<file path="config.mk">
export PLATFORM = sky130hd
export DESIGN_NAME = scpc_top
export DESIGN_NICKNAME = d
export VERILOG_FILES = /design/src/shared/scpc_pkg.sv /design/src/rtl/scpc_top.sv
export SDC_FILE = /design/constraint.sdc
export NUM_CORES = 1
export LEC_CHECK = 0
export BUFFER_PORTS_ARGS = -buffer_cell sky130_fd_sc_hd__clkbuf_2
export CAP_MARGIN = 20
export CORE_MARGIN = 4
export CORE_UTILIZATION = 40
export DETAILED_ROUTE_END_ITERATION = 10
export PLACE_DENSITY = 0.66
export SYNTH_ARGS = -nofsm -noshare
export SYNTH_HDL_FRONTEND = slang
export SYNTH_SLANG_ARGS = --single-unit
</file>
<file path="constraint.sdc">
create_clock -name sys_clk_in -period 2.6 [get_ports sys_clk_in]
set_input_delay 0.13 -clock sys_clk_in [delete_from_list [all_inputs] [get_ports sys_clk_in]]
set_output_delay 0.13 -clock sys_clk_in [all_outputs]
set_load 0.05 [all_outputs]
</file>
<file path="src/shared/scpc_pkg.sv">
package scpc_pkg;
  // Timing and sizes
  localparam int CLK_MHZ       = 125;
  localparam int PLL_SETTLE_US = 100;
  localparam int PLL_LOCK_CYC  = PLL_SETTLE_US * CLK_MHZ;
  localparam int WAKE_CYC      = 1024;
  localparam int FILT_CYC      = 4;
  localparam int NPERIPH       = 8;
  localparam int ADDR_W        = 12;
  // Loop oscillator accumulator
  localparam int MSEL_W        = 5;
  localparam int PSEL_W        = 2;
  localparam logic [5:0] LOOP_MOD = 6'h20;
  // Register offsets
  localparam logic [ADDR_W-1:0] OFS_PLL_CTRL  = 12'h000;
  localparam logic [ADDR_W-1:0] OFS_PLL_CFG   = 12'h004;
  localparam logic [ADDR_W-1:0] OFS_PLL_STAT  = 12'h008;
  localparam logic [ADDR_W-1:0] OFS_PWR_MODE  = 12'h00C;
  localparam logic [ADDR_W-1:0] OFS_PERIPH    = 12'h010;
  localparam logic [ADDR_W-1:0] OFS_PCLK_DIV  = 12'h014;
  localparam logic [ADDR_W-1:0] OFS_MEM_MAP   = 12'h018;
  localparam logic [ADDR_W-1:0] OFS_EXT_WAKE  = 12'h01C;
  localparam logic [ADDR_W-1:0] OFS_RST_STAT  = 12'h020;
  // Field positions
  localparam int PLL_EN_BIT    = 0;
  localparam int PLL_CONN_BIT  = 1;
  localparam int CFG_MSEL_LSB  = 0;
  localparam int CFG_PSEL_LSB  = 5;
  localparam int STAT_LOCK_BIT = 0;
  localparam int STAT_RUN_BIT  = 1;
  localparam int STAT_CONN_BIT = 2;
  localparam int PWR_IDLE_BIT  = 0;
  localparam int PWR_PD_BIT    = 1;
  localparam int RST_PIN_BIT   = 0;
  localparam int RST_WDT_BIT   = 1;
  // Reset values and encodings
  localparam logic [1:0] PDIV_DIV4 = 2'h0;
  localparam logic [1:0] PDIV_DIV1 = 2'h1;
  localparam logic [1:0] PDIV_DIV2 = 2'h2;
  localparam logic [1:0] PDIV_RST  = PDIV_DIV4;
  localparam logic       MAP_RST   = 1'b0;
  localparam logic [MSEL_W-1:0] MSEL_RST = 5'h00;
  localparam logic [PSEL_W-1:0] PSEL_RST = 2'h0;
  localparam logic [2:0]        WAKE_EN_RST = 3'h0;

  typedef enum logic [2:0] {
    ST_HOLD,
    ST_WAKE,
    ST_RUN,
    ST_IDLE,
    ST_PDOWN
  } scpc_state_e;
endpackage

</file>
<file path="src/rtl/scpc_top.sv">
`timescale 1ns/1ns
module scpc_top #(
  parameter int LOCK_CYCLES = scpc_pkg::PLL_LOCK_CYC,
  parameter int WAKE_CYCLES = scpc_pkg::WAKE_CYC,
  parameter int FILT_CYCLES = scpc_pkg::FILT_CYC,
  parameter int NPERIPH     = scpc_pkg::NPERIPH
) (
  input  wire logic                        sys_clk_in,
  input  wire logic                        sys_rst_in,
  input  wire logic                        psel_in,
  input  wire logic                        penable_in,
  input  wire logic                        pwrite_in,
  input  wire logic [scpc_pkg::ADDR_W-1:0] paddr_in,
  input  wire logic [31:0]                 pwdata_in,
  output logic      [31:0]                 prdata_out,
  output logic                             pready_out,
  output logic                             pslverr_out,
  input  wire logic                        rst_pin_n_in,
  input  wire logic                        wdt_rst_in,
  input  wire logic                        osc_running_in,
  input  wire logic                        flash_init_done_in,
  input  wire logic [2:0]                  ext_int_in,
  input  wire logic                        irq_in,
  output logic                             osc_en_out,
  output logic                             pll_clk_out,
  output logic                             pll_lock_out,
  output logic                             cpu_clk_en_out,
  output logic                             pclk_en_out,
  output logic                             chip_rst_out,
  output logic                             cpu_start_out,
  output logic                             remap_sram_out,
  output logic      [NPERIPH-1:0]          periph_pwr_out,
  output logic                             pin_hold_out
);
  localparam int LW = $clog2(LOCK_CYCLES + 1);
  localparam int WW = $clog2(WAKE_CYCLES + 1);
  localparam int FW = $clog2(FILT_CYCLES + 1);

  // Sync order: {osc, ext[2:0], rst_n}
  logic [4:0] sync1;
  logic [4:0] sync2;
  always_ff @(posedge sys_clk_in) begin
    if (sys_rst_in) begin
      sync1 <= 5'h00;
      sync2 <= 5'h00;
    end else begin
      sync1 <= {osc_running_in, ext_int_in, rst_pin_n_in};
      sync2 <= sync1;
    end
  end
  logic       osc_s;
  logic [2:0] ext_s;
  assign osc_s = sync2[4];
  assign ext_s = sync2[3:1];

  // Glitch filter: level must hold FILT_CYCLES before it counts
  logic          pin_rst;
  logic          next_pin_rst;
  logic [FW-1:0] filt_cnt;
  logic [FW-1:0] next_filt_cnt;
  always_comb begin
    next_pin_rst  = pin_rst;
    next_filt_cnt = '0;
    if (~sync2[0] != pin_rst) begin
      next_filt_cnt = filt_cnt + 1'b1;
      if (filt_cnt == FW'(FILT_CYCLES - 1)) begin
        next_pin_rst  = ~pin_rst;
        next_filt_cnt = '0;
      end
    end
  end
  always_ff @(posedge sys_clk_in) begin
    if (sys_rst_in) begin
      pin_rst  <= 1'b1;
      filt_cnt <= '0;
    end else begin
      pin_rst  <= next_pin_rst;
      filt_cnt <= next_filt_cnt;
    end
  end

  logic rst_src;
  assign rst_src = pin_rst | wdt_rst_in;

  // Control and register state
  scpc_pkg::scpc_state_e st;
  scpc_pkg::scpc_state_e next_st;
  logic                          pll_en, next_pll_en;
  logic                          pll_conn, next_pll_conn;
  logic [scpc_pkg::MSEL_W-1:0]   msel, next_msel;
  logic [scpc_pkg::PSEL_W-1:0]   psel, next_psel;
  logic [1:0]                    pdiv, next_pdiv;
  logic                          remap, next_remap;
  logic [2:0]                    wake_en, next_wake_en;
  logic [NPERIPH-1:0]            pper, next_pper;
  logic [1:0]                    rst_stat, next_rst_stat;
  logic                          from_rst, next_from_rst;
  logic [WW-1:0]                 wake_cnt, next_wake_cnt;
  logic                          next_chip_rst;
  logic                          next_cpu_start;
  logic                          next_pready;
  logic [31:0]                   next_prdata;
  logic                          next_pslverr;

  // PLL and clock state
  logic                          pll_lock;
  logic [LW-1:0]                 lock_cnt;
  logic [LW-1:0]                 next_lock_cnt;
  logic                          next_pll_lock;
  logic [4:0]                    pll_acc, next_pll_acc;
  logic [2:0]                    pll_half, next_pll_half;
  logic                          next_pll_clk;
  logic [1:0]                    pdiv_cnt, next_pdiv_cnt;
  logic                          next_cpu_en;
  logic                          next_pclk_en;

  logic        apb_wr;
  logic        apb_rd_phase;
  logic        cfg_wr;
  logic        hit;
  logic [31:0] rd_val;
  logic        wake_done;
  logic        pll_run;
  logic        use_pll;
  logic [5:0]  acc_sum;
  logic        loop_tick;
  logic [2:0]  half_lim;
  logic        pll_rise;
  logic        src_tick;
  logic [1:0]  pdiv_lim;
  logic        clk_live;

  // One wait state: pready registered off the access phase
  assign apb_rd_phase = psel_in & penable_in & ~pready_out;
  assign apb_wr = psel_in & penable_in & pready_out & pwrite_in;
  assign cfg_wr = apb_wr & (paddr_in == scpc_pkg::OFS_PLL_CFG);
  assign wake_done = osc_s & (wake_cnt == WW'(WAKE_CYCLES - 1));

  // Idle keeps a running PLL; only power-down stops it
  assign pll_run = pll_en & (st != scpc_pkg::ST_PDOWN);
  // PLL feeds the processor only when running, connected and locked
  assign use_pll = pll_run & pll_conn & pll_lock;

  // Scaled loop model: loop tick rate is input * (msel+1) / 32
  assign acc_sum = {1'b0, pll_acc} + {1'b0, msel} + 6'h01;
  assign loop_tick = pll_run & (acc_sum >= scpc_pkg::LOOP_MOD);

  always_comb begin
    unique case (psel)
      2'h0: half_lim = 3'h0;
      2'h1: half_lim = 3'h1;
      2'h2: half_lim = 3'h3;
      2'h3: half_lim = 3'h7;
    endcase
  end
  assign pll_rise = loop_tick & (pll_half == half_lim) & ~pll_clk_out;
  assign clk_live = (st != scpc_pkg::ST_PDOWN);
  assign src_tick = clk_live & (use_pll ? pll_rise : 1'b1);

  always_comb begin
    unique case (pdiv)
      scpc_pkg::PDIV_DIV1: pdiv_lim = 2'h0;
      scpc_pkg::PDIV_DIV2: pdiv_lim = 2'h1;
      default:             pdiv_lim = 2'h3;
    endcase
  end

  always_comb begin
    next_pll_acc  = pll_acc;
    next_pll_half = pll_half;
    next_pll_clk  = pll_clk_out;
    if (!pll_run) begin
      next_pll_acc  = 5'h00;
      next_pll_half = 3'h0;
      next_pll_clk  = 1'b0;
    end else begin
      next_pll_acc = loop_tick ? 5'(acc_sum - scpc_pkg::LOOP_MOD)
                               : acc_sum[4:0];
      // Equal tick counts per half period give even duty
      if (loop_tick) begin
        if (pll_half == half_lim) begin
          next_pll_half = 3'h0;
          next_pll_clk  = ~pll_clk_out;
        end else begin
          next_pll_half = pll_half + 3'h1;
        end
      end
    end
    // Any reconfiguration forces a fresh settling period
    next_lock_cnt = lock_cnt;
    next_pll_lock = pll_lock;
    if (!pll_run || cfg_wr) begin
      next_lock_cnt = '0;
      next_pll_lock = 1'b0;
    end else if (!pll_lock) begin
      next_lock_cnt = lock_cnt + 1'b1;
      next_pll_lock = (lock_cnt == LW'(LOCK_CYCLES - 1));
    end
    next_pdiv_cnt = pdiv_cnt;
    next_pclk_en  = 1'b0;
    if (st == scpc_pkg::ST_RUN || st == scpc_pkg::ST_IDLE) begin
      if (src_tick) begin
        next_pclk_en  = (pdiv_cnt == 2'h0);
        next_pdiv_cnt = (pdiv_cnt >= pdiv_lim) ? 2'h0 : pdiv_cnt + 2'h1;
      end
    end else begin
      next_pdiv_cnt = 2'h0;
    end
    next_cpu_en = src_tick & (st == scpc_pkg::ST_RUN);
  end

  always_ff @(posedge sys_clk_in) begin
    if (sys_rst_in) begin
      pll_acc        <= 5'h00;
      pll_half       <= 3'h0;
      pll_clk_out    <= 1'b0;
      lock_cnt       <= '0;
      pll_lock       <= 1'b0;
      pdiv_cnt       <= 2'h0;
      pclk_en_out    <= 1'b0;
      cpu_clk_en_out <= 1'b0;
    end else begin
      pll_acc        <= next_pll_acc;
      pll_half       <= next_pll_half;
      pll_clk_out    <= next_pll_clk;
      lock_cnt       <= next_lock_cnt;
      pll_lock       <= next_pll_lock;
      pdiv_cnt       <= next_pdiv_cnt;
      pclk_en_out    <= next_pclk_en;
      cpu_clk_en_out <= next_cpu_en;
    end
  end

  always_comb begin
    rd_val = 32'h0000_0000;
    hit    = 1'b1;
    unique case (paddr_in)
      scpc_pkg::OFS_PLL_CTRL: begin
        rd_val[scpc_pkg::PLL_EN_BIT]   = pll_en;
        rd_val[scpc_pkg::PLL_CONN_BIT] = pll_conn;
      end
      scpc_pkg::OFS_PLL_CFG: begin
        rd_val[scpc_pkg::CFG_MSEL_LSB +: scpc_pkg::MSEL_W] = msel;
        rd_val[scpc_pkg::CFG_PSEL_LSB +: scpc_pkg::PSEL_W] = psel;
      end
      scpc_pkg::OFS_PLL_STAT: begin
        rd_val[scpc_pkg::STAT_LOCK_BIT] = pll_lock;
        rd_val[scpc_pkg::STAT_RUN_BIT]  = pll_run;
        rd_val[scpc_pkg::STAT_CONN_BIT] = use_pll;
      end
      scpc_pkg::OFS_PWR_MODE: begin
        rd_val[scpc_pkg::PWR_IDLE_BIT] = (st == scpc_pkg::ST_IDLE);
        rd_val[scpc_pkg::PWR_PD_BIT]   = (st == scpc_pkg::ST_PDOWN);
      end
      scpc_pkg::OFS_PERIPH:   rd_val[NPERIPH-1:0] = pper;
      scpc_pkg::OFS_PCLK_DIV: rd_val[1:0] = pdiv;
      scpc_pkg::OFS_MEM_MAP:  rd_val[0] = remap;
      scpc_pkg::OFS_EXT_WAKE: rd_val[2:0] = wake_en;
      scpc_pkg::OFS_RST_STAT: rd_val[1:0] = rst_stat;
      default:                hit = 1'b0;
    endcase
  end

  always_comb begin
    next_st        = st;
    next_pll_en    = pll_en;
    next_pll_conn  = pll_conn;
    next_msel      = msel;
    next_psel      = psel;
    next_pdiv      = pdiv;
    next_remap     = remap;
    next_wake_en   = wake_en;
    next_pper      = pper;
    next_from_rst  = from_rst;
    next_wake_cnt  = wake_cnt;
    next_chip_rst  = chip_rst_out;
    next_cpu_start = 1'b0;
    next_pready    = apb_rd_phase;
    next_prdata    = apb_rd_phase ? rd_val : prdata_out;
    next_pslverr   = apb_rd_phase ? ~hit : pslverr_out;
    // Write-one-to-clear; a new event in the same cycle wins
    next_rst_stat = rst_stat;
    if (apb_wr && paddr_in == scpc_pkg::OFS_RST_STAT) begin
      next_rst_stat = rst_stat & ~pwdata_in[1:0];
    end
    next_rst_stat[scpc_pkg::RST_PIN_BIT] =
      next_rst_stat[scpc_pkg::RST_PIN_BIT] | pin_rst;
    next_rst_stat[scpc_pkg::RST_WDT_BIT] =
      next_rst_stat[scpc_pkg::RST_WDT_BIT] | wdt_rst_in;
    if (apb_wr) begin
      unique case (paddr_in)
        scpc_pkg::OFS_PLL_CTRL: begin
          next_pll_en   = pwdata_in[scpc_pkg::PLL_EN_BIT];
          next_pll_conn = pwdata_in[scpc_pkg::PLL_CONN_BIT];
        end
        scpc_pkg::OFS_PLL_CFG: begin
          next_msel = pwdata_in[scpc_pkg::CFG_MSEL_LSB +: scpc_pkg::MSEL_W];
          next_psel = pwdata_in[scpc_pkg::CFG_PSEL_LSB +: scpc_pkg::PSEL_W];
        end
        scpc_pkg::OFS_PERIPH:   next_pper = pwdata_in[NPERIPH-1:0];
        scpc_pkg::OFS_PCLK_DIV: next_pdiv = pwdata_in[1:0];
        scpc_pkg::OFS_MEM_MAP:  next_remap = pwdata_in[0];
        scpc_pkg::OFS_EXT_WAKE: next_wake_en = pwdata_in[2:0];
        default: ;
      endcase
    end
    unique case (st)
      scpc_pkg::ST_HOLD: begin
        // Chip reset reloads every register here except rst_stat
        next_pll_en   = 1'b0;
        next_pll_conn = 1'b0;
        next_msel     = scpc_pkg::MSEL_RST;
        next_psel     = scpc_pkg::PSEL_RST;
        next_pdiv     = scpc_pkg::PDIV_RST;
        next_remap    = scpc_pkg::MAP_RST;
        next_wake_en  = scpc_pkg::WAKE_EN_RST;
        next_pper     = {NPERIPH{1'b1}};
        next_wake_cnt = '0;
        next_st       = scpc_pkg::ST_WAKE;
      end
      scpc_pkg::ST_WAKE: begin
        // Counting waits for a live oscillator
        if (osc_s && !wake_done) begin
          next_wake_cnt = wake_cnt + 1'b1;
        end
        if (wake_done && flash_init_done_in) begin
          next_st        = scpc_pkg::ST_RUN;
          next_chip_rst  = 1'b0;
          next_cpu_start = from_rst;
          next_from_rst  = 1'b0;
        end
      end
      scpc_pkg::ST_RUN: begin
        if (apb_wr && paddr_in == scpc_pkg::OFS_PWR_MODE) begin
          if (pwdata_in[scpc_pkg::PWR_PD_BIT]) begin
            next_st = scpc_pkg::ST_PDOWN;
          end else if (pwdata_in[scpc_pkg::PWR_IDLE_BIT]) begin
            next_st = scpc_pkg::ST_IDLE;
          end
        end
      end
      scpc_pkg::ST_IDLE: begin
        if (irq_in) begin
          next_st = scpc_pkg::ST_RUN;
        end
      end
      scpc_pkg::ST_PDOWN: begin
        // Registers untouched; exit through wake timer
        if (|(ext_s & wake_en)) begin
          next_st       = scpc_pkg::ST_WAKE;
          next_wake_cnt = '0;
        end
      end
      default: next_st = scpc_pkg::ST_HOLD;
    endcase
    if (rst_src) begin
      next_st       = scpc_pkg::ST_HOLD;
      next_chip_rst = 1'b1;
      next_from_rst = 1'b1;
    end
  end

  always_ff @(posedge sys_clk_in) begin
    if (sys_rst_in) begin
      st             <= scpc_pkg::ST_HOLD;
      pll_en         <= 1'b0;
      pll_conn       <= 1'b0;
      msel           <= scpc_pkg::MSEL_RST;
      psel           <= scpc_pkg::PSEL_RST;
      pdiv           <= scpc_pkg::PDIV_RST;
      remap          <= scpc_pkg::MAP_RST;
      wake_en        <= scpc_pkg::WAKE_EN_RST;
      pper           <= {NPERIPH{1'b1}};
      rst_stat       <= 2'h0;
      from_rst       <= 1'b1;
      wake_cnt       <= '0;
      chip_rst_out   <= 1'b1;
      cpu_start_out  <= 1'b0;
      pready_out     <= 1'b0;
      prdata_out     <= 32'h0000_0000;
      pslverr_out    <= 1'b0;
      osc_en_out     <= 1'b1;
      pin_hold_out   <= 1'b0;
      pll_lock_out   <= 1'b0;
      remap_sram_out <= scpc_pkg::MAP_RST;
      periph_pwr_out <= {NPERIPH{1'b1}};
    end else begin
      st             <= next_st;
      pll_en         <= next_pll_en;
      pll_conn       <= next_pll_conn;
      msel           <= next_msel;
      psel           <= next_psel;
      pdiv           <= next_pdiv;
      remap          <= next_remap;
      wake_en        <= next_wake_en;
      pper           <= next_pper;
      rst_stat       <= next_rst_stat;
      from_rst       <= next_from_rst;
      wake_cnt       <= next_wake_cnt;
      chip_rst_out   <= next_chip_rst;
      cpu_start_out  <= next_cpu_start;
      pready_out     <= next_pready;
      prdata_out     <= next_prdata;
      pslverr_out    <= next_pslverr;
      osc_en_out     <= (next_st != scpc_pkg::ST_PDOWN);
      pin_hold_out   <= (next_st == scpc_pkg::ST_PDOWN);
      pll_lock_out   <= next_pll_lock;
      remap_sram_out <= next_remap;
      periph_pwr_out <= next_pper;
    end
  end
endmodule

</file>
==> summary.txt, run 1 <==
Worst setup path
  • Slowest CP cell: or3b_1
  • Worst Setup Start Kind: flip-flop
  • WS Path Type: reg -> reg
  • Critical path's top delay family: simple AND/OR/NAND/NOR gates
  • CP endpoint kind: flip-flop
  • Crit path buffers/inverters: 0
  • Required time worst endpoint: 2.81 ns
  • Critical path's largest stage delay: 0.54 ns
  • Cells along the critical path: or3b_1 > nand2_1 > or2_0 > or2_1 > nor2_1
  • Crit path max fanout: 15
  • Worst EP arrival: 2.23 ns
  • WP depth: 5
  • Cell depth of the worst flop-to-flop path: 5

Logic synthesis
  • Synthesized area: 4650 µm²
  • Unique cell type count in the Yosys netlist: 63
  • Top-count cell post-synth: dfxtp_1
  • Top-area cell type share of the netlist area: 40.9%
  • Synth area leader: dfxtp_1
  • Synth Warn #: 0
  • Primary FF master, synth: dfxtp_1
  • Synth top area cells: dfxtp_1 (41%), nor2_1 (5.5%), buf_4 (4.2%)
  • FF+latch count, synth: 95
  • EDFF count, synth: 0
  • Cell count after synthesis: 543
  • Top cells by count, synth: dfxtp_1 (95), nor2_1 (68), nand2_1 (46)
  • Synthesized area per cell: 8.56 µm²
  • Async set or reset register ratio after synthesis: 0%
  • Register area share after synthesis: 40.9%

CTS
  • CTS tree: built
  • CTS max path bufs: 2
  • CTS buffer count: 9
  • Clock Sinks: 95
  • Setup bufs post-CTS: 0
  • Post_cts resized: 0
  • Worst-path clk slew: 0.07 ns
  • Clock Latency Late Sink: 0.34 ns
  • Root Driver: clkbuf_16
  • H-tree Lvls: 3

STA
  • Worst slew margin: 58.7%
  • RSZ-0062 raised after global routing: false
  • Final min period: 2.02 ns
  • Final Cycle Share: 77.7%
  • Worst Hold Slack: 0.00186 ns
  • Final setup TNS: 0 ns
  • Fmax: 0.495 GHz
  • Worst-margin pin slew: 0.619 ns
  • Clock skew: 0.00856 ns
  • Finish-stage setup viols: 0
  • Final Max Slew Viols: 0
  • Final hold viol count: 0

Global routing
  • First-pass GRT wire length: 17.7 mm
  • Vias in the first global route: 3,696
  • Initial antenna violation count: 0
  • Largest net degree at the start of global routing: 33
  • Gr ovfl total: 0
  • GRT Overall Usage: 16.4%

Final layout
  • Antenna Cells: 0
  • Reg area: 1900 µm²
  • NumNets Final: 670
  • Multi-input logic area: 2470 µm²
  • Fillers: 1,134
  • Share of cells above drive strength 1: 15.9%
  • Area grow syn2layout: 13.9%

Detailed routing
  • Routed length per instance: 14.4 µm
  • # DRC: 0
  • Final wirelength: 10.7 mm
  • Detail Route Antenna Nets: 0
  • Vias per cell: 5.20
  • Drt initial violations: 218
  • Vias: 3,882
  • DRT Pass-1 Iters: 4

Die
  • Num rows: 39
  • Initial Util: 40.7%
  • Die height: 116 µm
  • Die Width: 116 µm
  • Io pins: 108
  • Die area: 13,400 µm²
  • Core area: 11,400 µm²

Status
  • Status: complete, no violations

Power
  • Total Power: 3050 µW
  • Peak supply drop: 0.360 mV
  • Pwr Density: 577 nW/µm²
  • Pleak: 0.00200 µW

Worst hold path
  • Hold path depth: 2
  • Worst Hold Class: in -> reg

Placement
  • Routability cong.: 0.892
  • Port Buffers: 59
  • Hpwl dp: 8.16 mm

Flow run
  • # Max-Cap Violations: 0
## sequential cells by signal, summed over array words and instances (netlist names), 2 cells and up
signal,count
psel,2
wake_en,3
pdiv,2
wake_cnt,11
st,3
pll_half,3
sync1,5
rst_stat,2
msel,5
sync2,5
pper,8
prdata_out,8
lock_cnt,14
pdiv_cnt,2
filt_cnt,3
pll_acc,5
## metrics by stage
step                setup slack, ns  utilization, %  instance area (µm²)  std cells
floorplan                     0.572               -                 4740        566
global placement              0.577            43.4                 4950        726
detailed placement            0.547            43.4                 4950        726
CTS                           0.538            46.4                 5300        746
global route                  0.364            46.4                 5300        746
finish                        0.580            46.4                 5300        746
## final cells by class
| type | instances | area share, % |
|---|---|---|
| Clock inverter | 7 | 1.49 |
| Sequential cell | 95 | 35.9 |
| Tap cell | 143 | 3.38 |
| Timing Repair Buffer | 67 | 6.90 |
| Inverter | 20 | 1.42 |
| Multi-Input combinational cell | 405 | 46.7 |
| Clock buffer | 9 | 4.25 |
## power breakdown
part	internal, µW	switching (µW)	leakage (µW)	total (µW)
registers	1470	8.21	0.000770	1480
logic	51.6	170	0.00108	222
clock network	760	594	0.000151	1350
total	2280	772	0.00200	3050
## layout by cell type, fill, tap and decap left out, drive strengths merged, types with 4 or more instances in the layout
| cell type | instances |
|---|---|
| nand3b | 7 |
| o21ai | 23 |
| xnor2 | 9 |
| nor2b | 14 |
| inv | 24 |
| nand4 | 5 |
| and3 | 6 |
| buf | 4 |
| or2 | 5 |
| clkbuf | 68 |
| nor3 | 30 |
| nand3 | 21 |
| dfxtp | 95 |
| dlygate4sd3 | 4 |
| nor4 | 9 |
| nor2 | 70 |
| a21oi | 20 |
| o21a | 6 |
| ha | 15 |
| conb | 24 |
| nand2b | 5 |
| mux2i | 19 |
| a31oi | 4 |
| a221oi | 4 |
| nand2 | 47 |
| xor2 | 14 |
| or4 | 4 |
| or3 | 5 |
## per-layer routing
| layer | global-route usage (%) | share of wire, % | vias to the layer above |
|---|---|---|---|
| met2 | 26.6 | 46 | 112 |
| met4 | 5.10 | 1.5 | 0 |
| met5 | 0 | 0 | - |
| met3 | 3.60 | 5.4 | 12 |
| li1 | - | - | 1949 |
| met1 | 21.9 | 47 | 1809 |
## final timing paths
path | startpoint | endpoint | slack [ns]
worst min-delay path | ext_int_in[1] | sync1[2] | 0.002
worst min register to register | filt_cnt[0] | filt_cnt[0] | 0.43
worst max-delay path | st[1] | pll_lock_out | 0.58
worst max register to register | st[1] | pll_lock_out | 0.58
## logic make-up after synthesis
kind of cell,Yosys count,synth area share (%)
AND/OR/NAND/NOR,245,27.9
adder cells (fa/ha/maj),15,4.04
multiplexers,20,4.33
flip-flops,95,40.9
buffers and inverters,66,7.80
AO/OA/AOI/OAI,78,10.6
other,1,0.0806
XOR/XNOR,23,4.33
## timing repair
item / 4_1_cts / 5_1_grt
hold buffers: 4 / 0
hold endpoints to repair: 4 / 0
endpoints found under the setup margin: 0 / 0
No activity file was read; power rests on OpenSTA's default activity.
==> run 2, diff against run 1 <==
==> constraint.sdc (replaced) <==
create_clock -name sys_clk_in -period 1.9 [get_ports sys_clk_in]
set_input_delay 0.095 -clock sys_clk_in [delete_from_list [all_inputs] [get_ports sys_clk_in]]
set_output_delay 0.095 -clock sys_clk_in [all_outputs]
set_load 0.05 [all_outputs]
==> summary.txt, run 2 (synthesized netlist as in run 1, its figures left out) <==
Worst setup path
  • WS Path Type: reg -> reg (unchanged)
  • Slowest CP cell: dfxtp_1 (was or3b_1)
  • Crit path max fanout: 5 (was 15)
  • Worst R2R Setup Slack: 0.07 ns (was 0.58 ns)
  • WP depth: 6 (was 5)
  • Worst setup path startpoint: msel[3] (was st[1])
  • R2R Path End: pclk_en_out (was pll_lock_out)
  • Crit path buffers/inverters: 0 (unchanged)
  • Worst EP arrival: 2.06 ns (was 2.23 ns)
  • R2r startpoint: msel[3] (was st[1])
  • Critical path's top delay family: compound AO/OA/AOI/OAI gates (was simple AND/OR/NAND/NOR gates)
  • Cell depth of the worst flop-to-flop path: 6 (was 5)
  • Worst setup endpoint: pclk_en_out (was pll_lock_out)
  • Critical path's largest stage delay: 0.35 ns (was 0.54 ns)
  • Required time worst endpoint: 2.13 ns (was 2.81 ns)
  • Worst Setup Start Kind: flip-flop (unchanged)
  • Cells along the critical path: ha_1 > o21a_1 > nor2_1 > a21o_1 > o31a_1 > and3b_1 (was or3b_1 > nand2_1 > or2_0 > or2_1 > nor2_1)
  • CP endpoint kind: flip-flop (unchanged)

CTS
  • Worst-path clk slew: 0.06 ns (was 0.07 ns)
  • Clock Sinks: 95 (unchanged)
  • Root Driver: clkbuf_16 (unchanged)
  • H-tree Lvls: 3 (unchanged)
  • CTS tree: built (unchanged)
  • Clock Latency Late Sink: 0.33 ns (was 0.34 ns)
  • CTS buffer count: 9 (unchanged)
  • CTS max path bufs: 2 (unchanged)

Die
  • Initial Util: 40.7% (unchanged)
  • Core area: 11,400 µm² (unchanged)
  • Io pins: 108 (unchanged)
  • Die Width: 116 µm (unchanged)
  • Num rows: 39 (unchanged)
  • Die area: 13,400 µm² (unchanged)
  • Die height: 116 µm (unchanged)

Final layout
  • Top Registers: lock_cnt (14), wake_cnt (11) (unchanged)
  • Reg with most FFs: lock_cnt (unchanged)
  • Max FFs per register: 14 (unchanged)
  • Antenna Cells: 0 (unchanged)
  • Non-Filler Instances: 772 (was 746)
  • Fillers: 1,095 (was 1,134)
  • Share of cells above drive strength 1: 19.1% (was 15.9%)
  • Cell area after layout: 5510 µm² (was 5300 µm²)
  • Area grow syn2layout: 18.5% (was 13.9%)
  • Leading cell type in the layout, fill and taps excluded: dfxtp_1 (unchanged)
  • Most frequent cells in the layout: dfxtp_1 (94), nor2_1 (68), clkbuf_2 (59) (was dfxtp_1 (95), nor2_1 (68), clkbuf_2 (59))
  • NumNets Final: 696 (was 670)

STA
  • Final hold viol count: 0 (unchanged)
  • Final setup TNS: 0 ns (unchanged)
  • Worst slew margin: 64.8% (was 58.7%)
  • Post-layout worst setup margin: 0.0706 ns (was 0.580 ns)
  • RSZ-0062 raised after global routing: false (unchanged)
  • Final Cycle Share: 96.3% (was 77.7%)
  • Clock skew: 0.00612 ns (was 0.00856 ns)
  • Fmax: 0.547 GHz (was 0.495 GHz)
  • Worst-margin pin slew: 0.515 ns (was 0.619 ns)
  • Final min period: 1.83 ns (was 2.02 ns)
  • Final Max Slew Viols: 0 (unchanged)
  • Finish-stage setup viols: 0 (unchanged)

Status
  • Status: complete, no violations (unchanged)

Placement
  • Pre-CTS WS: 0.0398 ns (was 0.547 ns)
  • Placed Cells: 749 (was 726)
  • Routability cong.: 0.938 (was 0.892)
  • Area after DPL: 5140 µm² (was 4950 µm²)
  • Hpwl dp: 8.47 mm (was 8.16 mm)
  • Port Buffers: 59 (unchanged)

Global routing
  • Vias in the first global route: 3,755 (was 3,696)
  • Largest net degree at the start of global routing: 20 (was 33)
  • First-pass GRT wire length: 18.0 mm (was 17.7 mm)
  • Gr ovfl total: 0 (unchanged)
  • GRT Overall Usage: 16.8% (was 16.4%)
  • Initial antenna violation count: 0 (unchanged)

Detailed routing
  • Vias: 3,995 (was 3,882)
  • # DRC: 0 (unchanged)
  • Drt initial violations: 356 (was 218)
  • Routed length per instance: 14.3 µm (was 14.4 µm)
  • Detail Route Antenna Nets: 0 (unchanged)
  • Final wirelength: 11.0 mm (was 10.7 mm)
  • Vias per cell: 5.17 (was 5.20)
  • DRT Pass-1 Iters: 5 (was 4)

Power
  • Pwr Density: 747 nW/µm² (was 577 nW/µm²)
  • Pleak: 0.00213 µW (was 0.00200 µW)
  • Peak supply drop: 0.470 mV (was 0.360 mV)

Flow run
  • # Max-Cap Violations: 0 (unchanged)

Worst hold path
  • Worst Hold Class: in -> reg (unchanged)
==> run 2: cell types whose count changed in the layout (fill, tap and decap cells not counted), sizes merged <==
cell / change
buf: +23
inv: -4
clkbuf: +3
dlygate4sd3: +3
clkinv: +1
==> run 2: cell type report <==
cell class / instances / area, µm² / share of cell area, %
repair buffers: 93 / 581 / 10.5
multi-input cells: 405 / 2480 / 45.0
flip-flops and latches: 95 / 1900 / 34.5
clock inverters: 4 / 45.0 / 0.817
inverters: 20 / 75.1 / 1.36
well taps: 143 / 179 / 3.25
clock buffers: 12 / 246 / 4.47
==> run 2: routing by layer <==
metal / wire length, µm / global-route usage [%]
met5: 0 / 0
met4: 149 / 4.80
met3: 523 / 2.51
met2: 5190 / 27.2
met1: 5160 / 23.3
==> run 2: worst min path at each step <==
stage / slack (ns) / startpoint / to / depth (start not counted)
floorplan: 0.22 / pwdata_in[0] / pper[0] / 2
global placement: 0.30 / osc_running_in / sync1[4] / 2
CTS: 0.0005 / pwdata_in[6] / psel[1] / 3
global route: 0.01 / pwdata_in[3] / pper[3] / 3
detailed placement: 0.31 / ext_int_in[1] / sync1[2] / 2
finish: 0.002 / pwdata_in[6] / psel[1] / 3
==> run 2: per-stage QoR <==
stage | hold WS (ns) | total power, µW | utilization (%)
2_1_floorplan | 0.219 | 2330 | -
3_3_place_gp | 0.301 | 2370 | 45.0
3_5_place_dp | 0.309 | 2380 | 45.0
4_1_cts | 0.000534 | 4150 | 48.2
5_1_grt | 0.0104 | 4270 | 48.3
6_report | 0.00152 | 4120 | 48.3
==> run 2: timing repair <==
| action | in CTS | in global routing |
|---|---|---|
| buffers inserted | 0 | 0 |
| setup endpoints to repair | 0 | 6 |
| resized for setup | 0 | 4 |
| hold endpoints to repair | 7 | 0 |
| hold buffers | 7 | 0 |
==> run 2: worst reg2reg max path, stage by stage, from the launching register on <==
cell,delay (ns)
dfxtp_1,0.35
ha_1,0.35
o21a_1,0.20
nor2_1,0.12
a21o_1,0.18
o31a_1,0.31
and3b_1,0.22
==> run 2: report_power, final <==
group / switching [µW] / internal, µW / leakage, µW
sequential: 11.0 / 2010 / 0.000770
combinational: 239 / 83.8 / 0.00121
clock: 719 / 1050 / 0.000146
total: 968 / 3150 / 0.00213
==> run 3, diff against run 2 <==
--- a/config.mk
+++ b/config.mk
@@ -8,9 +8,9 @@
 export BUFFER_PORTS_ARGS = -buffer_cell sky130_fd_sc_hd__clkbuf_2
 export CAP_MARGIN = 20
 export CORE_MARGIN = 4
-export CORE_UTILIZATION = 40
+export CORE_UTILIZATION = 54
 export DETAILED_ROUTE_END_ITERATION = 10
-export PLACE_DENSITY = 0.66
+export PLACE_DENSITY = 0.84
 export SYNTH_ARGS = -nofsm -noshare
 export SYNTH_HDL_FRONTEND = slang
 export SYNTH_SLANG_ARGS = --single-unit
==> constraint.sdc (replaced) <==
create_clock -name sys_clk_in -period 1.9 [get_ports sys_clk_in]
set_input_delay 0.38 -clock sys_clk_in [delete_from_list [all_inputs] [get_ports sys_clk_in]]
set_output_delay 0.38 -clock sys_clk_in [all_outputs]
set_load 0.05 [all_outputs]
==> summary.txt, run 3 (synthesized netlist as in run 1, its figures left out) <==
Die
  • Die Width: 101 µm (was 116 µm)
  • Die height: 101 µm (was 116 µm)
  • Die area: 10,200 µm² (was 13,400 µm²)
  • Num rows: 33 (was 39)
  • Io pins: 108 (unchanged)
  • Core area: 8300 µm² (was 11,400 µm²)
  • Initial Util: 56.0% (was 40.7%)

Detailed routing
  • Detail Route Antenna Nets: 0 (unchanged)
  • Routed length per instance: 15.2 µm (was 14.3 µm)
  • Vias per cell: 5.57 (was 5.17)
  • # DRC: 0 (unchanged)
  • Met3 Routed Length: 681 µm (was 523 µm)
  • Drt initial violations: 232 (was 356)
  • Met2 WL: 5.49 mm (was 5.19 mm)
  • WL met1: 4.80 mm (was 5.16 mm)
  • Vias: 4,119 (was 3,995)
  • Top Metal Used: met4 (unchanged)
  • Final wirelength: 11.2 mm (was 11.0 mm)
  • DRT Pass-1 Iters: 5 (unchanged)

Final layout
  • Reg with most FFs: lock_cnt (unchanged)
  • NumNets Final: 701 (was 696)
  • Fillers: 693 (was 1,095)
  • Reg area: 1900 µm² (about the same)
  • Share of cells above drive strength 1: 21.8% (was 19.1%)
  • Top Registers: lock_cnt (14), wake_cnt (11) (unchanged)
  • Area grow syn2layout: 16.3% (was 18.5%)
  • Multi-input logic area: 2520 µm² (was 2480 µm²)
  • Max FFs per register: 14 (unchanged)
  • Antenna Cells: 0 (unchanged)
  • Leading cell type in the layout, fill and taps excluded: dfxtp_1 (unchanged)
  • Most frequent cells in the layout: dfxtp_1 (93), nor2_1 (68), clkbuf_2 (59) (was dfxtp_1 (94), nor2_1 (68), clkbuf_2 (59))
  • Cell area after layout: 5410 µm² (was 5510 µm²)

Worst setup path
  • Worst Setup Start Kind: flip-flop (unchanged)
  • Crit path max fanout: 6 (was 5)
  • CP endpoint kind: flip-flop (unchanged)
  • Worst EP arrival: 2.13 ns (was 2.06 ns)
  • WS Path Type: reg -> reg (unchanged)
  • Required time worst endpoint: 2.20 ns (was 2.13 ns)

STA
  • Finish-stage setup viols: 0 (unchanged)
  • Final Cycle Share: 96.2% (was 96.3%)
  • Final min period: 1.83 ns (about the same)
  • Final setup TNS: 0 ns (unchanged)
  • Clock skew: 0.0114 ns (was 0.00612 ns)
  • Final Max Slew Viols: 0 (unchanged)
  • Fmax: 0.547 GHz (about the same)
  • Worst-margin pin slew: 0.537 ns (was 0.515 ns)
  • Final hold viol count: 0 (unchanged)
  • Post-layout worst setup margin: 0.0716 ns (was 0.0706 ns)
  • Worst Hold Slack: 0.218 ns (was 0.00152 ns)
  • Worst slew margin: 63.3% (was 64.8%)

Power
  • Pwr Density: 660 nW/µm² (was 747 nW/µm²)
  • Sequential Power Share: 56.7% (was 49.2%)
  • Sw frac: 27.7% (was 23.5%)
  • Internal: 2580 µW (was 3150 µW)
  • Clock power frac: 34.4% (was 43.0%)
  • Pleak: 0.00210 µW (was 0.00213 µW)
  • Peak supply drop: 0.404 mV (was 0.470 mV)
  • Switching power: 987 µW (was 968 µW)
  • Combinational Power Share: 8.8% (was 7.8%)

Global routing
  • Initial antenna violation count: 0 (unchanged)
  • Vias in the first global route: 4,000 (was 3,755)
  • Gr ovfl total: 0 (unchanged)
  • GRT Overall Usage: 22.1% (was 16.8%)
  • First-pass GRT wire length: 18.1 mm (was 18.0 mm)
  • Largest net degree at the start of global routing: 18 (was 20)

CTS
  • H-tree Lvls: 3 (unchanged)
  • Clock Latency Late Sink: 0.36 ns (was 0.33 ns)
  • CTS tree: built (unchanged)
  • CTS buffer count: 9 (unchanged)
  • CTS max path bufs: 2 (unchanged)
  • Worst-path clk slew: 0.10 ns (was 0.06 ns)
  • Clock Sinks: 95 (unchanged)
  • Root Driver: clkbuf_8 (was clkbuf_16)

Placement
  • Hpwl dp: 8.41 mm (was 8.47 mm)
  • Port Buffers: 59 (unchanged)
  • Routability cong.: 0.993 (was 0.938)
  • Area after DPL: 5180 µm² (was 5140 µm²)
  • Pre-CTS WS: -0.0973 ns (was 0.0398 ns)

Flow run
  • # Max-Cap Violations: 0 (unchanged)

Worst hold path
  • Worst Hold Class: in -> reg (unchanged)

Status
  • Status: complete, no violations (unchanged)
==> run 3: cell count changes in the layout (fill, tap and decap cells not counted), sizes merged <==
cell / change
buf: +12
clkinv: -1
bufinv: -1
inv: +3
dlygate4sd3: -7
clkinvlp: +2
clkbuf: -3
==> run 3: worst paths after layout <==
check | start | to | slack [ns] | depth (start not counted)
max | psel[0] | pclk_en_out | 0.07 | 5
min reg2reg | filt_cnt[0] | filt_cnt[0] | 0.44 | 1
min | ext_int_in[2] | sync1[3] | 0.22 | 2
max reg2reg | psel[0] | pclk_en_out | 0.07 | 5
==> run 3: per-layer routing <==
| layer | GRT usage [%] | vias up |
|---|---|---|
| met3 | 4.08 | 22 |
| met5 | 0 | - |
| li1 | - | 2013 |
| met2 | 37.3 | 128 |
| met4 | 9.02 | 0 |
| met1 | 27.8 | 1956 |
==> run 3: final cells by class <==
class | count | share of cell area [%]
Clock buffer | 9 | 2.29
Inverter | 20 | 1.39
Clock inverter | 7 | 1.02
Timing Repair Buffer | 98 | 11.1
Multi-Input combinational cell | 405 | 46.6
Sequential cell | 95 | 35.2
Tap cell | 105 | 2.43
==> run 3: power by group through the flow <==
stage | Clock [µW] | Combinational (µW) | Sequential [µW]
detailed placement | 0 | 311 | 2070
floorplan | 0 | 229 | 2100
CTS | 1260 | 313 | 2020
global placement | 0 | 307 | 2070
global route | 1350 | 336 | 2030
finish | 1230 | 315 | 2020
==> run 3: critical path: stages, from the launching register on <==
cell and delay (ns):
dfxtp_1 0.40, nor4_2 0.37, mux2_2 0.25, a31oi_4 0.06
o31a_1 0.43, and3b_1 0.26
==> run 3: what timing repair did <==
action	CTS	global route
resized for setup	0	8
setup endpoints to repair	0	5
hold buffers	0	0
endpoints found under the hold margin	0	0
setup buffers	0	0
==> run 3: metrics by stage <==
stage	utilization [%]	instances	power, µW
floorplan	-	566	2330
detailed placement	62.4	723	2380
finish	65.2	739	3570
global placement	62.4	723	2380
CTS	64.6	739	3590
global route	65.2	739	3710
